$ cat config.mk
export PLATFORM = sky130hd
export DESIGN_NAME = counter_channel
export DESIGN_NICKNAME = d
export VERILOG_FILES = /design/src/shared/counter_pkg.sv /design/src/counter_channel.sv
export SDC_FILE = /design/constraint.sdc
export NUM_CORES = 1
export LEC_CHECK = 0
export BUFFER_PORTS_ARGS = -buffer_cell sky130_fd_sc_hd__clkbuf_2
export CAP_MARGIN = 15
export CORE_MARGIN = 1
export CORE_UTILIZATION = 40
export DETAILED_ROUTE_END_ITERATION = 6
export GPL_TIMING_DRIVEN = 0
export PLACE_DENSITY = 0.63
export SLEW_MARGIN = 20
export SYNTH_ARGS = -nofsm -noshare
export SYNTH_HDL_FRONTEND = slang
export SYNTH_SLANG_ARGS = --single-unit
$ cat constraint.sdc
create_clock -name aclk -period 5.5 [get_ports aclk]
set_clock_uncertainty 0.2 [all_clocks]
set_input_delay 0.825 -clock aclk [delete_from_list [all_inputs] [get_ports aclk]]
set_output_delay 0.825 -clock aclk [all_outputs]
set_load 0.02 [all_outputs]
$ cat src/shared/counter_pkg.sv
// constants for the down-counter channel and its register map
package counter_pkg;
   // register byte offsets
   localparam logic [4:0] OFS_MODE = 5'h00;
   localparam logic [4:0] OFS_LOAD = 5'h04;
   localparam logic [4:0] OFS_COUNT = 5'h08;
   localparam logic [4:0] OFS_STATUS = 5'h0C;
   localparam logic [4:0] OFS_CTRL = 5'h10;
   localparam int ADDR_W = 5;
   // mode word fields
   localparam int MW_BCD = 0;
   localparam int MW_MODE_LO = 1;
   localparam int MW_RL_LO = 4;
   // control word fields
   localparam int CW_GATE_EN = 0;
   localparam int CW_SEL_LO = 1;
   localparam logic [2:0] SEL_CLK_OFF = 3'h7;
   localparam logic [3:0] CTRL_RESET = 4'h1;
   // read/load codes
   localparam logic [1:0] RL_LATCH = 2'h0;
   localparam logic [1:0] RL_LSB = 2'h1;
   localparam logic [1:0] RL_MSB = 2'h2;
   localparam logic [1:0] RL_BOTH = 2'h3;
   // operating modes
   localparam logic [2:0] MODE_ONESHOT = 3'h0;
   localparam logic [2:0] MODE_RETRIG = 3'h1;
   localparam logic [2:0] MODE_RATE = 3'h2;
   localparam logic [2:0] MODE_SQUARE = 3'h3;
   // terminal counts
   localparam logic [15:0] TC_ZERO = 16'h0000;
   localparam logic [15:0] TC_RATE = 16'h0001;
   localparam logic [15:0] TC_SQUARE = 16'h0002;
   // decrement steps
   localparam logic [1:0] STEP_ONE = 2'h1;
   localparam logic [1:0] STEP_TWO = 2'h2;
   localparam logic [1:0] STEP_THREE = 2'h3;
   // axi responses
   localparam logic [1:0] RESP_OKAY = 2'h0;
   localparam logic [1:0] RESP_SLVERR = 2'h2;
   // channel phase
   typedef enum logic [2:0] {
      PH_IDLE = 3'b001,
      PH_XFER = 3'b010,
      PH_RUN = 3'b100
   } phase_t;
endpackage : counter_pkg

$ cat src/counter_channel.sv
// one 16-bit down-counter channel, modes 0 to 3, axi4-lite registers
`timescale 1ns/10ps
module counter_channel (
   // clock and reset
   input wire logic aclk,
   input wire logic aresetn,
   input wire logic ce,
   // axi4-lite write
   input wire logic [counter_pkg::ADDR_W-1:0] awaddr,
   input wire logic awvalid,
   output logic awready,
   input wire logic [31:0] wdata,
   input wire logic [3:0] wstrb,
   input wire logic wvalid,
   output logic wready,
   output logic [1:0] bresp,
   output logic bvalid,
   input wire logic bready,
   // axi4-lite read
   input wire logic [counter_pkg::ADDR_W-1:0] araddr,
   input wire logic arvalid,
   output logic arready,
   output logic [31:0] rdata,
   output logic [1:0] rresp,
   output logic rvalid,
   input wire logic rready,
   // channel pins
   input wire logic count_clk_pin,
   input wire logic gate_pin,
   output logic chan_out
);
   import counter_pkg::*;

   typedef struct packed {
      logic aw_have;
      logic [ADDR_W-1:0] aw_addr;
      logic w_have;
      logic [7:0] w_byte;
      logic w_en;
      logic bvalid;
      logic [1:0] bresp;
      logic rvalid;
      logic [31:0] rdata;
      logic [1:0] rresp;
      logic [3:0] ctrl;
      logic [2:0] mode;
      logic bcd;
      logic [1:0] read_load_select;
      logic [15:0] load;
      logic [15:0] cnt;
      logic out;
      phase_t phase;
      logic hi_next;
      logic armed;
      logic latched;
      logic [15:0] latch_val;
      logic [2:0] clk_sync;
      logic [1:0] gate_sync;
      logic gate_prev;
   } state_t;

   localparam state_t RST = '{
      aw_have: 1'b0, aw_addr: '0, w_have: 1'b0, w_byte: 8'h00,
      w_en: 1'b0, bvalid: 1'b0, bresp: RESP_OKAY, rvalid: 1'b0,
      rdata: 32'h0000_0000, rresp: RESP_OKAY, ctrl: CTRL_RESET,
      mode: MODE_RATE, bcd: 1'b0, read_load_select: RL_BOTH,
      load: 16'h0000, cnt: 16'h0000, out: 1'b1, phase: PH_IDLE,
      hi_next: 1'b0, armed: 1'b0, latched: 1'b0, latch_val: 16'h0000,
      clk_sync: 3'h0, gate_sync: 2'h0, gate_prev: 1'b0};

   state_t q, d;
   // one-step decrement, binary or per bcd digit
   function automatic logic [15:0] dec_one(input logic [15:0] v,
                                           input logic bcd);
      logic [15:0] r;
      logic borrow;
      r = v;
      borrow = 1'b1;
      if (!bcd) begin
         r = v - 16'h0001;
      end else begin
         for (int i = 0; i < 4; i++) begin
            if (borrow) begin
               if (r[4*i +: 4] == 4'h0) begin
                  r[4*i +: 4] = 4'h9;
               end else begin
                  r[4*i +: 4] = r[4*i +: 4] - 4'h1;
                  borrow = 1'b0;
               end
            end
         end
      end
      return r;
   endfunction : dec_one

   function automatic logic [15:0] dec_by(input logic [15:0] v,
                                          input logic [1:0] step,
                                          input logic bcd);
      logic [15:0] r;
      r = v;
      for (int k = 0; k < 3; k++) begin
         if (2'(k) < step) r = dec_one(r, bcd);
      end
      return r;
   endfunction : dec_by
   logic clk_fall, gate_lvl, gate_rise, gate_fall;
   logic wr_fire, mode_wr, load_wr;
   logic [7:0] wb;
   logic [2:0] new_mode;
   logic [1:0] sq_step;
   // position seven of the source select stops the channel clock
   assign clk_fall = q.clk_sync[2] & ~q.clk_sync[1]
                     & (q.ctrl[CW_SEL_LO +: 3] != SEL_CLK_OFF);
   assign gate_lvl = q.gate_sync[1] & q.ctrl[CW_GATE_EN];
   assign gate_rise = gate_lvl & ~q.gate_prev;
   assign gate_fall = ~gate_lvl & q.gate_prev;
   assign wr_fire = q.aw_have & q.w_have & ~q.bvalid;
   assign wb = q.w_byte;
   assign mode_wr = wr_fire & q.w_en & (q.aw_addr == OFS_MODE);
   assign load_wr = wr_fire & q.w_en & (q.aw_addr == OFS_LOAD);
   assign new_mode = wb[MW_MODE_LO+1] ? {2'b01, wb[MW_MODE_LO]}
                                      : wb[MW_MODE_LO +: 3];
   assign sq_step = ~q.cnt[0] ? STEP_TWO : (q.out ? STEP_ONE : STEP_THREE);

   assign awready = ~q.aw_have & ~q.bvalid;
   assign wready = ~q.w_have & ~q.bvalid;
   assign bvalid = q.bvalid;
   assign bresp = q.bresp;
   assign arready = ~q.rvalid;
   assign rvalid = q.rvalid;
   assign rdata = q.rdata;
   assign rresp = q.rresp;
   assign chan_out = q.out;

   always_comb begin
      d = q;
      d.clk_sync = {q.clk_sync[1:0], count_clk_pin};
      d.gate_sync = {q.gate_sync[0], gate_pin};
      d.gate_prev = gate_lvl;

      // bus slave
      if (awvalid && awready) begin
         d.aw_have = 1'b1;
         d.aw_addr = awaddr;
      end
      if (wvalid && wready) begin
         d.w_have = 1'b1;
         d.w_byte = wdata[7:0];
         d.w_en = wstrb[0];
      end
      if (wr_fire) begin
         d.aw_have = 1'b0;
         d.w_have = 1'b0;
         d.bvalid = 1'b1;
         d.bresp = (q.aw_addr == OFS_MODE || q.aw_addr == OFS_LOAD ||
                    q.aw_addr == OFS_CTRL) ? RESP_OKAY : RESP_SLVERR;
         if (q.w_en && q.aw_addr == OFS_CTRL) d.ctrl = wb[3:0];
      end
      if (q.bvalid && bready) d.bvalid = 1'b0;
      if (q.rvalid && rready) d.rvalid = 1'b0;
      if (arvalid && arready) begin
         d.rvalid = 1'b1;
         d.rresp = RESP_OKAY;
         d.rdata = 32'h0000_0000;
         unique case (araddr)
            OFS_COUNT: begin
               d.rdata[15:0] = q.latched ? q.latch_val : q.cnt;
               d.latched = 1'b0;
            end
            OFS_STATUS: begin
               d.rdata[10:0] = {q.phase, q.latched, q.read_load_select,
                                q.bcd, q.mode, q.out};
            end
            OFS_CTRL: d.rdata[3:0] = q.ctrl;
            OFS_MODE, OFS_LOAD: d.rdata = 32'h0000_0000;
            default: d.rresp = RESP_SLVERR;
         endcase
      end

      // channel counting on falling clock edges
      if (clk_fall && q.phase == PH_XFER && gate_lvl) begin
         d.cnt = q.load;
         d.phase = PH_RUN;
      end else if (clk_fall && q.phase == PH_RUN) begin
         unique case (q.mode)
            MODE_ONESHOT: begin
               if (gate_lvl) begin
                  d.cnt = dec_one(q.cnt, q.bcd);
                  if (d.cnt == TC_ZERO) d.out = 1'b1;
               end
            end
            MODE_RETRIG: begin
               if (q.armed) begin
                  d.cnt = q.load;
                  d.out = 1'b0;
                  d.armed = 1'b0;
               end else begin
                  d.cnt = dec_one(q.cnt, q.bcd);
                  if (d.cnt == TC_ZERO) d.out = 1'b1;
               end
            end
            MODE_RATE: begin
               if (!gate_lvl || q.cnt == TC_RATE) begin
                  d.cnt = q.load;
                  d.out = 1'b1;
               end else begin
                  // zero preload wraps to full range
                  d.cnt = dec_one(q.cnt, q.bcd);
                  if (d.cnt == TC_RATE) d.out = 1'b0;
               end
            end
            MODE_SQUARE: begin
               if (!gate_lvl) begin
                  d.cnt = q.load;
                  d.out = 1'b1;
               end else if (q.cnt == TC_SQUARE) begin
                  d.cnt = q.load;
                  d.out = ~q.out;
               end else begin
                  d.cnt = dec_by(q.cnt, sq_step, q.bcd);
               end
            end
            default: d.cnt = q.cnt;
         endcase
      end
      if (q.mode == MODE_RATE && gate_fall) d.out = 1'b1;
      if (q.mode == MODE_RETRIG && q.phase == PH_RUN && gate_rise) begin
         d.armed = 1'b1;
      end

      // preload byte writes
      if (load_wr) begin
         unique case (q.read_load_select)
            RL_LSB: d.load = {8'h00, wb};
            RL_MSB: d.load = {wb, 8'h00};
            default: begin
               if (q.hi_next) d.load[15:8] = wb;
               else d.load[7:0] = wb;
            end
         endcase
         if (!q.hi_next && q.mode == MODE_ONESHOT) begin
            d.out = 1'b0;
         end
         if (q.read_load_select == RL_BOTH && !q.hi_next) begin
            d.hi_next = 1'b1;
            d.phase = PH_IDLE;
         end else begin
            d.hi_next = 1'b0;
            d.armed = 1'b0;
            d.phase = (q.mode == MODE_RETRIG) ? PH_RUN : PH_XFER;
         end
      end

      // mode selection
      if (mode_wr) begin
         if (wb[MW_RL_LO +: 2] == RL_LATCH) begin
            d.latched = 1'b1;
            d.latch_val = q.cnt;
         end else begin
            d.mode = new_mode;
            d.bcd = wb[MW_BCD];
            d.read_load_select = wb[MW_RL_LO +: 2];
            d.phase = PH_IDLE;
            d.hi_next = 1'b0;
            d.armed = 1'b0;
            d.latched = 1'b0;
            d.out = (new_mode != MODE_ONESHOT);
         end
      end
   end
   always_ff @(posedge aclk) begin
      if (!aresetn) begin
         q <= RST;
      end else if (ce) begin
         q <= d;
      end
   end

   logic run_edge;
   assign run_edge = ce & clk_fall & (q.phase == PH_RUN) & ~load_wr
                     & ~mode_wr;
endmodule : counter_channel

**Yosys cells after proc, flatten, opt, wreduce, memory -nomap -nowiden**

Cells that the tools add are included.

- $add $sub $neg: 15
- $lt $le $gt $ge: 3
- Eq/ne operators: 20
- Multiplexer cells: 250
- Bitwise gates (word level): 21
- Reduce and logical (&&, ||, !) cells: 63

Operator list:

| cell | number |
|---|---|
| $mux W16 | 35 |
| $mux W17 | 17 |
| $mux W1 | 145 |
| $mux W4 | 31 |
| $pmux W16 S4 | 1 |
| $logic_not A4 Y1 | 12 |
| $sub A16 B1 Y16 const B | 3 |
| $sub A4 B1 Y4 const B | 12 |
| $mux W35 | 1 |
| $eq A16 B1 Y1 const B | 2 |
| $logic_not A16 Y1 | 2 |
| $pmux W16 S2 | 1 |
| $mux W23 | 1 |
| $mux W6 | 3 |
| $reduce_and A3 Y1 | 6 |
| $eq A16 B2 Y1 const B | 1 |
| $mux W8 | 2 |
| $reduce_and A2 Y1 | 8 |
| $logic_and A1 B1 Y1 | 14 |
| $pmux W7 S2 | 1 |
| $reduce_bool A2 Y1 | 7 |
| $and A1 B1 Y1 | 12 |
| $mux W3 | 4 |
| $pmux W4 S3 | 1 |
| 26 further kinds | 50 |

- Register bits: 109
- Input port bits: 56
- Output and inout bits: 42
- Word-level logic and storage cells: 398

**Depth between registers and ports, before layout**

- Word-level depth: 107
- Mapped depth: 21
- Mapped depth without buffers: 19

**Worst setup path after synthesis**

Ideal clock, no wire load.

- Path type: reg2reg
- From: reg q[29] (netlist bit)
- To: reg q[39] (netlist bit)
- Setup time: 125 ps
- Data arrival time: 4512 ps
- Setup slack: 663 ps
- Stages on the path, launching flop included: 19
- Period minus slack after synthesis: 4837 ps
- Cell sequence: dfxtp_1 > buf_2 > inv_1 > ha_1 > nor4bb_1 > nor2_1 > inv_1 > ha_1 > nand2b_1 > a211oi_1 > o211a_1 > o22ai_1 > or4_4 > a2111o_1 > or4_4 > and3_4 > a221oi_2 > a21oi_1 > o41a_1

- Cells in the longest elaborated chain, start to end: 48
- Elaborated cells on any way between the ends: 166
- Those cells by class: add/sub: 8; order compare: 3; eq/ne: 2; mux: 145; reduce/logical: 8

RTL lines:

| element | line | RTL |
|---|---|---|
| start: declaration | counter_channel.sv:71 | `state_t q, d;` |
| start signal: assignment | counter_channel.sv:273 | `q <= RST;` |
| start signal: assignment | counter_channel.sv:275 | `q <= d;` |
| branches (longest 45 deep; another with $sub A16 B1 Y16) | n/a |  |
| $pmux W16 S4 (*) | counter_channel.sv:185 | `unique case (q.mode)` |
| $mux W17 (*) | counter_channel.sv:184 | `end else if (clk_fall && q.phase == PH_RUN) begin` |
| $mux W16 (*) | counter_channel.sv:181 | `if (clk_fall && q.phase == PH_XFER && gate_lvl) begin` |

Every way passes the cells marked *. The select of a mux whose other input is x is not followed.
A chain may end at the register's enable or synchronous reset.

**Worst setup path in the final report**

Same ends and word-level chain as after synthesis.

==> flow_summary.rst <==
.. list-table::
   :header-rows: 1

   * - Metric
     - Value
   * - Data required time of the worst path
     - 5.54 ns
   * - Share of the core filled with cells
     - between 40% and 50%
   * - Slack of the worst reg-to-reg path
     - 0.13 ns
   * - Kind of launch point of the worst setup path
     - register
   * - Headroom to the max-slew limit
     - 17.6%
   * - Data arrival time of the worst path
     - 5.41 ns
   * - Buffers on Ports
     - 51
   * - Post-DP Area
     - 0.00869 mm²
   * - Initial antenna violation count
     - 0
   * - TritonCTS clock tree
     - yes
   * - Aggregate global-route resource usage
     - 28.0%
   * - Seq/Total Area, Yosys
     - 26.7%
   * - Antenna Nets Post-Route
     - 0
   * - Final nets
     - 1255
   * - Post-route design area
     - 0.00906 mm²
   * - Instance count after placement with tap cells included
     - approximately 1400
   * - Area occupied by multi-input gates
     - 0.00538 mm²
   * - Capture point of the worst reg-to-reg path
     - q[39]
   * - DR vias
     - approximately 8700
   * - Power Dens Cells
     - 171 mW/mm²
   * - Routed via count divided by cell count
     - 6.01
   * - CP top delay family
     - simple AND/OR/NAND/NOR gates
   * - H-tree levels
     - 3
   * - Number of synthesized register bits
     - about 110
   * - Leakage Power
     - 3.32 nW
   * - Total Die Area
     - 0.0207 mm²
   * - Insertion delay of the later-clocked pin in the worst-skew pair
     - approximately 0.36 ns
   * - Hold Buf Count CTS
     - 0
   * - Standard cell core area
     - roughly 0.020 mm²
   * - GR Overflow Total
     - 0
   * - Post-Synthesis Cell Area
     - between 0.008 and 0.009 mm²
   * - Final WL
     - 29.0 mm
   * - Instance count of the mapped netlist
     - 1104
   * - Crit end category
     - register
   * - Cells along the critical path
     - buf_2 > inv_1 > ha_2 > nand4bb_2 > nand2_1 > inv_1 > ha_2 > nand2b_1 > a211oi_1 > a211oi_1 > o22ai_1 > or4_4 > a2111o_1 > or4_4 > and3_4 > a221oi_2 > a21oi_1 > o41a_1
   * - Clock Tree Buf Depth
     - 2
   * - Die X
     - 144 µm
   * - Number of max-slew violations in the final report
     - 0
   * - Most frequent standard cell in the layout excluding fill and tap cells
     - nand2_1
   * - Diodes inserted
     - 0
   * - Clock net sink count
     - 107
   * - Post-layout minimum cycle time
     - 5.37 ns
   * - Effective utilization at floorplan
     - between 40% and 50%
   * - Area growth from synthesis to layout
     - 12.7%
   * - Class of the most critical setup path
     - register to register
   * - Dominant synthesized flop cell
     - dfxtp_1
   * - Count of pins on the block boundary
     - 98
   * - Worst setup path endpoint
     - q[39]
   * - Avg Cell Area, Syn
     - between 7 and 8 µm²
   * - Worst IR drop on VDD
     - 187 µV
   * - Critical Path Fanout Max
     - 10
   * - Number of enable flip-flop cells after synthesis
     - 0
   * - Storage element area
     - 0.00214 mm²
   * - Max Fclk
     - ~190 MHz
   * - Ratio of final minimum period to clock period
     - 97.6%
   * - Worst R2R Start
     - q[29]
   * - First-pass GRT wire length
     - 43.8 mm
   * - Class of the worst hold path
     - register to register
   * - Status
     - complete, no violations
   * - Hold_sp
     - q[18]
   * - Max-capacitance violation count
     - 0
   * - Most frequent cells in the layout
     - nand2_1 (152), nor2_1 (110), dfxtp_1 (106), a21oi_1 (102)
   * - Clock-pin transition on the worst setup and hold timing paths
     - about 0.080 ns
   * - Cell Count, Final, Fillers Out
     - 1455
   * - Launch point of the worst path
     - q[29]
   * - Highest cell delay on the worst timing path
     - 0.49 ns
   * - Overall power after layout
     - 1.55 mW
   * - Number of warning messages in the yosys log
     - 0
   * - Number of logic stages on the critical path including buffering
     - 18
   * - Drt first pass iters
     - 5
   * - Root buffer cell
     - clkbuf_16
   * - Count of cell types in the netlist
     - 97
   * - Final estimated routing congestion in global placement
     - 0.968
   * - Final hold viol count
     - 0
   * - Slew at the pin with the worst max-slew slack
     - 1.23 ns
   * - Die outline height
     - about 140 µm
   * - DRC violations left
     - 0
   * - # setup viols final
     - 0
   * - Clock buffers created by TritonCTS
     - 9
   * - Row count
     - 51
   * - Largest net degree at the start of global routing
     - 19
   * - Worst-case reg-to-reg path depth
     - 18
   * - Filler Cell Count
     - 2066
   * - Slowest cell on the critical path
     - or4_4
   * - Async set-reset flop share out of synthesis
     - 0%
   * - Vias in the first global route
     - 7478
   * - Fraction of final layout cells sized beyond drive strength 1
     - between 10% and 20%
   * - Post-DR wirelength/cell
     - 19.9 µm
   * - Dpl hpwl
     - 22.1 mm
   * - Iter 0 DRT Violations
     - 779
   * - Crit path buffers/inverters
     - 3
==> flip-flops by register name, indices dropped and copies added, names as in the netlist <==
name	flops
q	75
rdata	16
wb	8
d	3
bresp	1
bvalid	1
chan_out	1
rresp	1
rvalid	1
==> kinds of logic after synthesis <==
| family | share of synthesized area [%] |
|---|---|
| xor+xnor | 1.96 |
| mux | 5.59 |
| other cells | 0.0467 |
| flops | 26.7 |
| buf+inv | 7.99 |
| fa+ha+maj | 2.18 |
| simple gates | 29.6 |
| compound gates | 26.0 |
==> worst min-delay path by stage <==
stage / to / slack, ns / depth (start not counted)
floorplan: rdata[10] / 0.23 / 2
global placement: q[12] / 0.24 / 2
detailed placement: rdata[10] / 0.25 / 2
CTS: rdata[10] / 0.26 / 2
global route: q[15] / 0.28 / 2
finish: q[18] / 0.26 / 2
==> per-stage QoR <==
step / hold WS, ns / setup slack, ns / TNS, ns
after global routing: 0.276 / -0.0180 / -0.0246
after CTS: 0.258 / 0.0692 / 0
after global placement: 0.241 / -0.443 / -1.07
final: 0.255 / 0.134 / 0
after floorplan: 0.232 / 0.663 / 0
after detailed placement: 0.247 / -0.447 / -1.12
==> cell usage after synthesis (6+ instances only) <==
cell / n / area share (%)
a211oi_1: 15 / 1.4
a21o_1: 7 / 0.65
a21oi_1: 102 / 6.4
a221oi_1: 10 / 1.1
a22oi_1: 7 / 0.65
a311oi_1: 6 / 0.65
a31oi_1: 16 / 1.2
and2_1: 7 / 0.54
and3_1: 13 / 1.0
buf_2: 12 / 0.75
buf_4: 36 / 3.4
clkbuf_1: 59 / 2.8
dfxtp_1: 107 / 27
ha_1: 14 / 2.2
inv_1: 15 / 0.70
mux2i_1: 39 / 4.9
nand2_1: 152 / 7.1
nand2b_1: 7 / 0.54
nand3_1: 48 / 3.0
nand4_1: 18 / 1.4
nor2_1: 110 / 5.1
nor3_1: 32 / 2.0
nor4_1: 10 / 0.78
o211ai_1: 18 / 1.7
o21ai_0: 59 / 3.7
o21ai_1: 7 / 0.44
o22ai_1: 6 / 0.47
or2_2: 17 / 1.3
or3_1: 8 / 0.62
xnor2_1: 11 / 1.2
xor2_1: 7 / 0.76
==> tightest hold or removal path, cell delays in order, from the launching register on <==
cell and delay [ns]:
dfxtp_1 0.31, nand2_1 0.05, a21oi_1 0.05
==> per-layer routing <==
metal,track usage (%),wire [µm]
met1,39.3,12900
met2,42.2,12500
met3,2.57,2150
met4,14.8,1440
met5,0,0
==> final cells by class <==
type | instances | share of cell area (%)
Multi-Input combinational cell | 885 | 59.4
Sequential cell | 107 | 23.7
Buffer | 112 | 6.38
Tap cell | 265 | 3.66
Timing Repair Buffer | 54 | 3.07
Clock buffer | 11 | 2.68
Inverter | 16 | 0.663
Clock inverter | 5 | 0.483
==> timing repair <==
action,CTS,global route
buffers inserted,0,3
resized for setup,6,6
pin swaps,0,1
endpoints found under the setup margin,9,10
==> where the power goes <==
group	total (mW)	internal [mW]	switching (mW)
sequential	0.794	0.783	0.0101
clock	0.635	0.327	0.308
combinational	0.117	0.0400	0.0766
Note: power is estimated with default switching activity, not from simulation.
